### config.mk
export PLATFORM = sky130hd
export DESIGN_NAME = dirt_top
export DESIGN_NICKNAME = d
export VERILOG_FILES = /design/src/rtl/dirt_pkg.sv /design/src/rtl/dirt_flt_if.sv /design/src/rtl/dirt_debounce.sv /design/src/rtl/dirt_sync.sv /design/src/rtl/dirt_top.sv
export VERILOG_INCLUDE_DIRS = /design/src /design/src/rtl
export SDC_FILE = /design/constraint.sdc
export NUM_CORES = 1
export LEC_CHECK = 0
export ABC_AREA = 1
export BUFFER_PORTS_ARGS = -buffer_cell sky130_fd_sc_hd__buf_2
export CORE_ASPECT_RATIO = 0.75
export CORE_UTILIZATION = 47
export DETAILED_ROUTE_END_ITERATION = 16
export PLACE_DENSITY_LB_ADDON = 0.25
export SYNTH_ARGS = -nofsm -noshare
export SYNTH_HDL_FRONTEND = slang
export SYNTH_SLANG_ARGS = --single-unit
### constraint.sdc
create_clock -name mclk -period 8.25 [get_ports mclk]
set_input_delay 1.2375 -clock mclk [delete_from_list [all_inputs] [get_ports mclk]]
set_output_delay 1.2375 -clock mclk [all_outputs]
set_load 0.005 [all_outputs]
### src/rtl/dirt_defines.svh
// constants for the digital line, relay and totalizer block
// assumes a 25 MHz system clock; included by the package, dirt_debounce and dirt_top
`ifndef DIRT_DEFINES_SVH
`define DIRT_DEFINES_SVH

`define DIRT_LINE_W            20
`define DIRT_RELAY_W           8
`define DIRT_COUNT_W           32
`define DIRT_LINE_ALL          20'hFFFFF
`define DIRT_RELAY_ALL         8'hFF
`define DIRT_LINE_DRIVE_RST    20'h00000
`define DIRT_RELAY_RST         8'h00
`define DIRT_COUNT_RST         32'h00000000
`define DIRT_COUNT_ONE         32'h00000001
`define DIRT_DIR_UP            1'b1
`define DIRT_DIR_DOWN          1'b0
`define DIRT_DIR_RST           1'b1
`define DIRT_DEB_ON            1'b1
`define DIRT_DEB_RST           1'b0
`define DIRT_CLK_MHZ           25
`define DIRT_DEBOUNCE_TIME_US  10000
`define DIRT_DEBOUNCE_CYCLES   (`DIRT_DEBOUNCE_TIME_US * `DIRT_CLK_MHZ)

`endif

### src/rtl/dirt_pkg.sv
// types shared by the digital line, relay and totalizer block
// assumes dirt_defines.svh sits on the include path
`include "dirt_defines.svh"

package dirt_pkg;
    typedef logic [`DIRT_LINE_W-1:0]  dirt_line_t;
    typedef logic [`DIRT_RELAY_W-1:0] dirt_relay_t;
    typedef logic [`DIRT_COUNT_W-1:0] dirt_count_t;
    typedef enum logic [0:0] {DB_STABLE, DB_SETTLING} dirt_db_state_t;
endpackage : dirt_pkg

### src/rtl/dirt_flt_if.sv
// carrier between the totalizer core and its input filter
// assumes both ends run on mclk
`timescale 1ns/100ps

interface dirt_flt_if;
    logic raw;
    logic debounce_on;
    logic level;
    modport src (output raw, output debounce_on, input level);
    modport flt (input raw, input debounce_on, output level);
endinterface : dirt_flt_if

### src/rtl/dirt_debounce.sv
// pulse input filter: a new level must hold for LIMIT + 1 cycles when enabled
// assumes raw is already synchronised to mclk
`timescale 1ns/100ps
`include "dirt_defines.svh"

module dirt_debounce #(
    parameter int LIMIT = `DIRT_DEBOUNCE_CYCLES
) (
    // clock, reset, clock enable
    input  wire logic mclk,
    input  wire logic reset,
    input  wire logic ce,
    // filter port
    dirt_flt_if.flt   fl
);
    dirt_pkg::dirt_db_state_t state_r;
    dirt_pkg::dirt_db_state_t state_nxt;
    logic [31:0]              cnt_r;
    logic [31:0]              cnt_nxt;
    logic                     level_r;
    logic                     level_nxt;

    assign fl.level = level_r;

    always_comb begin
        state_nxt = state_r;
        cnt_nxt   = cnt_r;
        level_nxt = level_r;
        if (ce) begin
            if (fl.debounce_on != `DIRT_DEB_ON) begin
                level_nxt = fl.raw;
                state_nxt = dirt_pkg::DB_STABLE;
                cnt_nxt   = '0;
            end else begin
                case (state_r)
                    dirt_pkg::DB_STABLE: begin
                        cnt_nxt = '0;
                        if (fl.raw != level_r) state_nxt = dirt_pkg::DB_SETTLING;
                    end
                    dirt_pkg::DB_SETTLING: begin
                        // short glitches, such as a 1 kHz train, fall back here
                        if (fl.raw == level_r) begin
                            state_nxt = dirt_pkg::DB_STABLE;
                        end else if (cnt_r == 32'(LIMIT - 1)) begin
                            level_nxt = fl.raw;
                            state_nxt = dirt_pkg::DB_STABLE;
                        end else begin
                            cnt_nxt = cnt_r + 32'h00000001;
                        end
                    end
                    default: state_nxt = dirt_pkg::DB_STABLE;
                endcase
            end
        end
    end

    always_ff @(posedge mclk or posedge reset) begin
        if (reset) begin
            state_r <= dirt_pkg::DB_STABLE;
            cnt_r   <= '0;
            level_r <= 1'b0;
        end else begin
            state_r <= state_nxt;
            cnt_r   <= cnt_nxt;
            level_r <= level_nxt;
        end
    end
endmodule : dirt_debounce

### src/rtl/dirt_sync.sv
// two flip-flop synchroniser, one chain per bit
// assumes inputs are asynchronous to mclk; ce freezes both stages
`timescale 1ns/100ps

module dirt_sync #(
    parameter int W = 1
) (
    // clock, reset, clock enable
    input  wire logic         mclk,
    input  wire logic         reset,
    input  wire logic         ce,
    // data
    input  wire logic [W-1:0] din,
    output logic      [W-1:0] dout
);
    logic [W-1:0] meta_r;
    logic [W-1:0] meta_nxt;
    logic [W-1:0] dout_nxt;

    genvar i;
    generate
        for (i = 0; i < W; i++) begin : g_bit
            // first stage feeds only the second stage
            always_comb begin
                meta_nxt[i] = ce ? din[i] : meta_r[i];
                dout_nxt[i] = ce ? meta_r[i] : dout[i];
            end
        end
    endgenerate

    always_ff @(posedge mclk or posedge reset) begin
        if (reset) begin
            meta_r <= '0;
            dout   <= '0;
        end else begin
            meta_r <= meta_nxt;
            dout   <= dout_nxt;
        end
    end
endmodule : dirt_sync

### src/rtl/dirt_top.sv
// digital line, relay and totalizer block of the acquisition unit
// assumes a command parser on mclk presents one-cycle command strobes
`timescale 1ns/100ps
`include "dirt_defines.svh"

module dirt_top #(
    parameter int DEBOUNCE_CYCLES = `DIRT_DEBOUNCE_CYCLES
) (
    // clock, reset, clock enable
    input  wire logic          mclk,
    input  wire logic          reset,
    input  wire logic          ce,
    // line commands
    input  wire logic          line_write_cmd,
    input  dirt_pkg::dirt_line_t line_mask,
    input  dirt_pkg::dirt_line_t line_value,
    input  wire logic          line_readback_query,
    output dirt_pkg::dirt_line_t line_readback_data,
    output logic               line_readback_valid,
    // line pins, open drain
    input  dirt_pkg::dirt_line_t line_in,
    output dirt_pkg::dirt_line_t line_out,
    output dirt_pkg::dirt_line_t line_oe,
    output dirt_pkg::dirt_line_t line_level,
    // relays
    input  wire logic          relay_write_cmd,
    input  dirt_pkg::dirt_relay_t relay_mask,
    input  dirt_pkg::dirt_relay_t relay_value,
    output dirt_pkg::dirt_relay_t relay_closed,
    // totalizer commands
    input  wire logic          count_config_cmd,
    input  wire logic          cfg_direction,
    input  wire logic          cfg_debounce,
    input  wire logic          count_clear_cmd,
    input  wire logic          count_read_query,
    output dirt_pkg::dirt_count_t count_read_data,
    output logic               count_read_valid,
    // totalizer pins and status
    input  wire logic          count_pulse_in,
    input  wire logic          count_enable_in,
    output logic               count_dir_up,
    output logic               count_debounce_on,
    output logic               count_running
);
    function automatic dirt_pkg::dirt_line_t mask_merge(
        input dirt_pkg::dirt_line_t old_v,
        input dirt_pkg::dirt_line_t mask,
        input dirt_pkg::dirt_line_t val
    );
        return (old_v & ~mask) | (val & mask);
    endfunction : mask_merge

    // line and relay state
    dirt_pkg::dirt_line_t  drive_r;
    dirt_pkg::dirt_line_t  drive_nxt;
    dirt_pkg::dirt_line_t  rb_data_r;
    dirt_pkg::dirt_line_t  rb_data_nxt;
    logic                  rb_valid_r;
    logic                  rb_valid_nxt;
    dirt_pkg::dirt_relay_t relay_r;
    dirt_pkg::dirt_relay_t relay_nxt;
    dirt_pkg::dirt_line_t  relay_wide;

    // totalizer state
    dirt_pkg::dirt_count_t count_r;
    dirt_pkg::dirt_count_t count_nxt;
    dirt_pkg::dirt_count_t rd_data_r;
    dirt_pkg::dirt_count_t rd_data_nxt;
    logic                  rd_valid_r;
    logic                  rd_valid_nxt;
    logic                  dir_up_r;
    logic                  dir_up_nxt;
    logic                  deb_on_r;
    logic                  deb_on_nxt;
    logic                  filt_d_r;
    logic                  filt_d_nxt;
    logic [1:0]            cnt_pins_sync;
    logic                  enabled;
    logic                  rise;
    logic                  step;

    dirt_flt_if flt ();

    // the line pins only ever pull low; a released line floats high
    assign line_out            = '0;
    assign line_oe             = drive_r;
    assign line_readback_data  = rb_data_r;
    assign line_readback_valid = rb_valid_r;
    assign relay_closed        = relay_r;
    assign count_read_data     = rd_data_r;
    assign count_read_valid    = rd_valid_r;
    assign count_dir_up        = dir_up_r;
    assign count_debounce_on   = deb_on_r;
    assign count_running       = enabled;

    // input side of every line, usable whatever the line is driving
    dirt_sync #(.W(`DIRT_LINE_W)) u_line_sync (
        .mclk  (mclk),
        .reset (reset),
        .ce    (ce),
        .din   (line_in),
        .dout  (line_level)
    );

    dirt_sync #(.W(2)) u_cnt_sync (
        .mclk  (mclk),
        .reset (reset),
        .ce    (ce),
        .din   ({count_enable_in, count_pulse_in}),
        .dout  (cnt_pins_sync)
    );

    assign flt.raw         = cnt_pins_sync[0];
    assign flt.debounce_on = deb_on_r;

    dirt_debounce #(.LIMIT(DEBOUNCE_CYCLES)) u_deb (
        .mclk  (mclk),
        .reset (reset),
        .ce    (ce),
        .fl    (flt.flt)
    );

    // both gates must agree: line zero pulled low and the pin not grounded
    assign enabled = drive_r[0] & cnt_pins_sync[1];
    assign rise    = flt.level & ~filt_d_r;
    assign step    = ce & rise & enabled;

    // line and relay next state
    always_comb begin
        drive_nxt    = drive_r;
        rb_data_nxt  = rb_data_r;
        rb_valid_nxt = rb_valid_r;
        relay_nxt    = relay_r;
        relay_wide   = '0;
        if (ce) begin
            rb_valid_nxt = line_readback_query;
            if (line_write_cmd) begin
                // bit n of the value steers line n; drive is the inverse
                drive_nxt = mask_merge(drive_r, line_mask, ~line_value);
            end
            if (line_readback_query) begin
                rb_data_nxt = ~drive_r;
            end
            if (relay_write_cmd) begin
                relay_wide = mask_merge({12'h000, relay_r}, {12'h000, relay_mask},
                                        {12'h000, ~relay_value});
                relay_nxt  = relay_wide[`DIRT_RELAY_W-1:0];
            end
        end
    end

    always_ff @(posedge mclk or posedge reset) begin
        if (reset) begin
            drive_r    <= `DIRT_LINE_DRIVE_RST;
            rb_data_r  <= '0;
            rb_valid_r <= 1'b0;
            relay_r    <= `DIRT_RELAY_RST;
        end else begin
            drive_r    <= drive_nxt;
            rb_data_r  <= rb_data_nxt;
            rb_valid_r <= rb_valid_nxt;
            relay_r    <= relay_nxt;
        end
    end

    // totalizer next state
    always_comb begin
        count_nxt    = count_r;
        rd_data_nxt  = rd_data_r;
        rd_valid_nxt = rd_valid_r;
        dir_up_nxt   = dir_up_r;
        deb_on_nxt   = deb_on_r;
        filt_d_nxt   = filt_d_r;
        if (ce) begin
            filt_d_nxt   = flt.level;
            rd_valid_nxt = count_read_query;
            if (count_read_query) begin
                rd_data_nxt = count_r;
            end
            if (count_config_cmd) begin
                dir_up_nxt = cfg_direction;
                deb_on_nxt = cfg_debounce;
            end
            // a clear beats a pulse arriving in the same cycle
            if (count_clear_cmd) begin
                count_nxt = `DIRT_COUNT_RST;
            end else if (step) begin
                if (dir_up_r == `DIRT_DIR_UP) begin
                    count_nxt = count_r + `DIRT_COUNT_ONE;
                end else begin
                    count_nxt = count_r - `DIRT_COUNT_ONE;
                end
            end
        end
    end

    always_ff @(posedge mclk or posedge reset) begin
        if (reset) begin
            count_r    <= `DIRT_COUNT_RST;
            rd_data_r  <= '0;
            rd_valid_r <= 1'b0;
            dir_up_r   <= `DIRT_DIR_RST;
            deb_on_r   <= `DIRT_DEB_RST;
            filt_d_r   <= 1'b0;
        end else begin
            count_r    <= count_nxt;
            rd_data_r  <= rd_data_nxt;
            rd_valid_r <= rd_valid_nxt;
            dir_up_r   <= dir_up_nxt;
            deb_on_r   <= deb_on_nxt;
            filt_d_r   <= filt_d_nxt;
        end
    end
endmodule : dirt_top

==> results.toml, run 1 <==
[layout]
drive_gt1_share_pct = 14.81
multi_input_area_sq_mm = 0.005107
final-seq-area_sq_mm = 0.004881
finish.utilization_pct = 56.40
syn_to_final_growth_pct = 15.68
fin_nets = 1830
fill_cells = 2123

[worst_setup_path]
setup.worst_path.class = "input pin to flip-flop"
cp_cell_sequence = "buf_2 -> buf_4 -> nand2_1 -> nor3_1 -> inv_1 -> nand2_1 -> inv_1 -> nand2_1 -> nand2_1"
critPathLaunchType = "input pin"
worst_path_max_delay_cell = "nand2_1"
crit_top_cell = "nand2_1"
cp_max_fo = 56
crit_required_ns = 8.57
worstSetupEndpointType = "flip-flop"
critPathArrivalTime_ns = 3.37
cpPeakStageDelay_ns = 0.50

[die]
rows = 47
io_pins = 214
die_w_um = 178.0
core_sq_mm = 0.02241
die_area_sq_mm = 0.02386
start_util_pct = 48.76
die_h_um = 134.0

[routing]
dr.pass1.iters = 7
drt_iter0_markers = 860
avgViaCountPerCell = 5.020
drt_wl_total_um = 29490
route.detailed.drc = 0
wire_per_inst_um = 14.62
ant_nets = 0
vias = 10130

[clock_network]
clk_latency_ns = 0.44
postCtsSetupBuffers = 0
htree_levels = 4
cts_tree = "yes"
cts_resized = 0
cts_inserted_buffers = 17
cts_hold_buffers = 0
root_buffer = "clkbuf_16"
ctsLongestPathBuffers = 2
clk_pin_slew_ns = 0.07
cts_sinks = 195

[placed_design]
hpwl_um = 22080
routabilityCongestion = 1.001
port-buffer-count = 193

[synth]
synth_top_area_cell = "dfrtp_1"
synth_area_leaders = "dfrtp_1 (44%), nand2_1 (22%), inv_1 (6.2%)"
synthTopCellsByCount = "nand2_1 (648), dfrtp_1 (194), inv_1 (179), o21ai_0 (119), nor2_1 (99)"
yosysTopAreaCellShare_pct = 44.44
synthCells = 1533
seq_area_frac_synth_pct = 44.68
synth_most_common_cell = "nand2_1"
synthDistinctLibCells = 33
avgSynthCellArea_sq_um = 7.126
ys_ff_latch = 195
async_reset_ff_share_pct = 100.0
synthesis.area_sq_mm = 0.01092
ys_warn_count = 0
synth_edf_count = 0
synthFlopType = "dfrtp_1"

[sta]
fin_worst_skew_ns = 0.01338
setup_viol = 0
finalHoldViolations = 0
worst_pin_slew_ns = 1.191
max_freq_ghz = 0.3276
relSlewSlack_pct = 20.39
setup_tns_ns = 0
final.period_utilization_pct = 37.00
report.final.slew_viol_count = 0
fin_crit_ns = 3.053
grt_setup_unrepaired = "no"

[grt]
gr-total-overflow = 0
grt_first_pass_wirelength_um = 48100
track_usage_pct = 25.86
grt_pass1_vias = 9267
grt_max_degree = 117
antenna_found_initial = 4

[power_and_ir_drop]
p_leak_nw = 6.919
power_mw = 2.314
p_per_area_mw_per_mm2 = 183.1
peakVddDrop_mv = 0.1365

[run]
max_cap_viol_count = 0

[hold_path]
hold_class = "flip-flop to flip-flop"

[status]
status = "finished, final reports clean"
[layer usage]
layer,wire length (um),track usage [%],vias up
li1,-,-,5127
met1,14090,38.66,4609
met2,12270,36.73,352
met3,2701,6.718,32
met4,386,7.123,6
met5,41,0,-
[stage by stage]
stage                     instance area [sq um]  hold slack (ns)  setup slack (ns)  cells
final                                     12640           0.4688             5.197   2017
after global routing                      12640           0.4876             4.992   2017
after CTS                                 12630           0.4735             5.240   2016
after detailed placement                  12040           0.4539             4.758   1984
after global placement                    12040           0.4491             4.819   1984
after floorplan                           11000           0.4417             1.702   1552
[area by class of cell]
| type | instances | area share [%] |
|---|---|---|
| Inverter | 181 | 5.436 |
| Sequential cell | 195 | 38.62 |
| Clock inverter | 12 | 1.099 |
| Tap cell | 294 | 2.911 |
| Antenna cell | 1 | 0.01980 |
| Multi-Input combinational cell | 1117 | 40.42 |
| Clock buffer | 20 | 3.614 |
| Timing Repair Buffer | 197 | 7.881 |
[path summary, 6_finish.rpt]
kind                                                       from                               to  slack (ns)  cells past startpoint
worst max-delay path                                         ce          count_r[26]$_DFFE_PP0P_        5.20                      9
worst min-delay path            u_line_sync.dout[3]$_DFFE_PP0P_  u_line_sync.dout[3]$_DFFE_PP0P_        0.47                      2
worst max register to register       u_deb.cnt_r[0]$_DFFE_PP0P_      u_deb.cnt_r[17]$_DFFE_PP0P_        5.37                      8
worst min register to register  u_line_sync.dout[3]$_DFFE_PP0P_  u_line_sync.dout[3]$_DFFE_PP0P_        0.47                      2
max in group asynchronous                                 reset           count_r[8]$_DFFE_PP0P_        5.74                      3
min in group asynchronous                                 reset       asynchronous set/reset pin        0.94                      2
[power by group]
part | switching, mW | internal (mW)
Clock | 0.402 | 0.446
Sequential | 0.0682 | 1.03
Combinational | 0.234 | 0.129
[critical path: cells and delay by family]
| kind | cells | cell delay [ns] |
|---|---|---|
| AND/OR/NAND/NOR | 5 | 1.05 |
| buffers and inverters | 4 | 1.04 |
[placed cells by master (no fill, tap or decap), types with 2 or more instances in the layout]
| cell type | count |
|---|---|
| a21oi_1 | 31 |
| buf_2 | 193 |
| buf_4 | 4 |
| clkbuf_16 | 17 |
| clkbuf_8 | 2 |
| clkinv_2 | 2 |
| clkinv_8 | 2 |
| conb_1 | 20 |
| dfrtp_1 | 194 |
| ha_1 | 31 |
| inv_1 | 178 |
| inv_2 | 2 |
| inv_6 | 4 |
| inv_8 | 3 |
| mux2_2 | 14 |
| nand2_1 | 647 |
| nand3_1 | 68 |
| nand4_1 | 27 |
| nor2_1 | 99 |
| nor3_1 | 26 |
| nor4_1 | 3 |
| o21ai_0 | 119 |
| o21ai_2 | 4 |
| o21bai_1 | 4 |
| o22ai_1 | 5 |
| xnor2_1 | 5 |
| xor2_1 | 5 |
[logic make-up (layout without fill, tap and decap cells)]
kind of cell,count (synthesis),in the layout,synth area share (%)
buffers and inverters,240,410,9.243
adder cells (fa/ha/maj),32,32,3.734
multiplexers,14,14,1.443
other,1,21,0.03433
AO/OA/AOI/OAI,165,165,7.995
AND/OR/NAND/NOR,876,876,32.07
flip-flops,195,195,44.68
XOR/XNOR,10,10,0.8017
Note: power is estimated with default switching activity, not from simulation.
==> inputs of run 2 (changes only) <==
==> constraint.sdc (replaced) <==
create_clock -name mclk -period 2.85 [get_ports mclk]
set_input_delay 0.4275 -clock mclk [delete_from_list [all_inputs] [get_ports mclk]]
set_output_delay 0.4275 -clock mclk [all_outputs]
set_load 0.005 [all_outputs]
==> run 2 against run 1 <==
Against the previous run: clock-buffer cell count down 2; critical path depth up 4; sequential share of layout area down 0.51 points.
==> results.toml, run 2 (synthesis results as in run 1) <==
[status]
status = "finished, final reports clean"

[die]
die_w_um = 178.0
start_util_pct = 48.76
io_pins = 214
die_h_um = 134.0
core_sq_mm = 0.02241
die_area_sq_mm = 0.02386
rows = 47

[clock_network]
clk_pin_slew_ns = 0.08
clk_latency_ns = 0.44
postCtsSetupBuffers = 0
cts_inserted_buffers = 17
cts_sinks = 195
ctsLongestPathBuffers = 2
root_buffer = "clkbuf_16"
cts_tree = "yes"
htree_levels = 4
cts_resized = 0
cts_hold_buffers = 0

[placed_design]
hpwl_um = 23090
pre_cts_ws_ns = 0.3918
routabilityCongestion = 0.9608
placed_cell_area_sq_mm = 0.01222
port-buffer-count = 193

[sta]
finalHoldViolations = 0
grt_setup_unrepaired = "no"
fin_crit_ns = 2.494
report.final.slew_viol_count = 0
relSlewSlack_pct = 44.94
worst_pin_slew_ns = 0.8242
fin_worst_skew_ns = 0.01126
final.period_utilization_pct = 87.50
worst_hold_slack_ns = 0.1366
setup_viol = 0
max_freq_ghz = 0.4010
final.setup.worst_slack_ns = 0.3563

[routing]
wire_per_inst_um = 14.97
avgViaCountPerCell = 5.034
dr.pass1.iters = 7
vias = 10220
drt_wl_total_um = 30400
drt_iter0_markers = 943
route.detailed.drc = 0
ant_nets = 0

[worst_setup_path]
crit_top_cell = "nand2_1"
critPathBufInv = 2
reg2reg_slack_ns = 0.36
r2r-start = "count_dir_up$_DFFE_PP1P_"
cp_cell_sequence = "inv_1 -> buf_12 -> ha_1 -> or2_2 -> nand3_1 -> nand2_1 -> nand2_1 -> nand2_1 -> nand2_1 -> nand2_1 -> nand2_1 -> nand3_1 -> nand2_1"
critPathArrivalTime_ns = 2.87
reg2reg_to = "count_r[29]$_DFFE_PP0P_"
critPathLaunchType = "flip-flop"
worst_path_max_delay_cell = "dfstp_2"
path_delay_family = "simple AND/OR/NAND/NOR gates"
cpPeakStageDelay_ns = 0.55
worstSetupEndpointType = "flip-flop"
r2r_cells = 13
setup.worst_path.class = "flip-flop to flip-flop"
cp_max_fo = 32
crit_required_ns = 3.23

[layout]
finish.utilization_pct = 57.15
stdcell_area_sq_mm = 0.01280
fill_cells = 2101
final_common_cell = "nand2_1"
fin_nets = 1845
drive_gt1_share_pct = 15.60
syn_to_final_growth_pct = 17.21
antenna_cells = 0
final_cell_mix = "nand2_1 (647), dfrtp_1 (194), buf_2 (193)"

[grt]
gr-total-overflow = 0
antenna_found_initial = 1
grt_max_degree = 48
grt_first_pass_wirelength_um = 49990
grt_pass1_vias = 9705
track_usage_pct = 26.99

[hold_path]
hold_class = "input pin to asynchronous set/reset pin"

[run]
max_cap_viol_count = 0

[power_and_ir_drop]
p_leak_nw = 6.999
p_per_area_mw_per_mm2 = 522.1
peakVddDrop_mv = 0.4319
==> run 2: worst max path at each step <==
| stage | from | end | slack, ns | depth (start not counted) |
|---|---|---|---|---|
| floorplan | reset | asynchronous set/reset pin | -0.1 | 1 |
| global placement | count_dir_up$_DFFE_PP1P_ | count_r[24]$_DFFE_PP0P_ | 0.42 | 13 |
| finish | count_dir_up$_DFFE_PP1P_ | count_r[29]$_DFFE_PP0P_ | 0.36 | 13 |
| CTS | count_dir_up$_DFFE_PP1P_ | count_r[29]$_DFFE_PP0P_ | 0.38 | 13 |
| detailed placement | count_dir_up$_DFFE_PP1P_ | count_r[23]$_DFFE_PP0P_ | 0.39 | 12 |
| global route | count_dir_up$_DFFE_PP1P_ | count_r[23]$_DFFE_PP0P_ | 0.17 | 14 |
==> run 2: power by group <==
part	internal [mW]	switching (mW)	leakage, nW
registers	2.99	0.168	2.55
logic	0.419	0.731	4.16
clock network	1.19	1.19	0.282
==> run 2: final cells by class <==
type	instances	area, sq um	share of cell area (%)
Multi-Input combinational cell	1117	5107	39.89
Sequential cell	195	4881	38.12
Timing Repair Buffer	212	1184	9.244
Inverter	181	683.2	5.335
Clock buffer	18	439.2	3.430
Tap cell	294	367.9	2.873
Clock inverter	14	142.6	1.114
==> run 2: worst register-to-register path, cell delays in order (launching register included) <==
cell     delay, ns
dfstp_2       0.55
inv_1         0.06
buf_12        0.18
ha_1          0.43
or2_2         0.35
nand3_1       0.08
nand2_1       0.12
nand2_1       0.10
nand2_1       0.13
nand2_1       0.16
nand2_1       0.07
nand2_1       0.08
nand3_1       0.06
nand2_1       0.06
==> run 2: per-layer routing <==
| layer | track usage (%) | vias up | wire length [um] |
|---|---|---|---|
| met3 | 7.738 | 25 | 2888 |
| met1 | 40.30 | 4668 | 14760 |
| met4 | 5.983 | 2 | 290 |
| met2 | 38.50 | 366 | 12440 |
| li1 | - | 5163 | - |
| met5 | 0 | - | 13 |
==> run 2: stage by stage <==
stage               std cells  setup TNS, ns  power (mW)
finish                   2031              0       6.685
global route             2031              0       7.029
CTS                      2031              0       6.748
detailed placement       1999              0       4.358
global placement         1999              0       4.331
floorplan                1552         -18.45       3.894
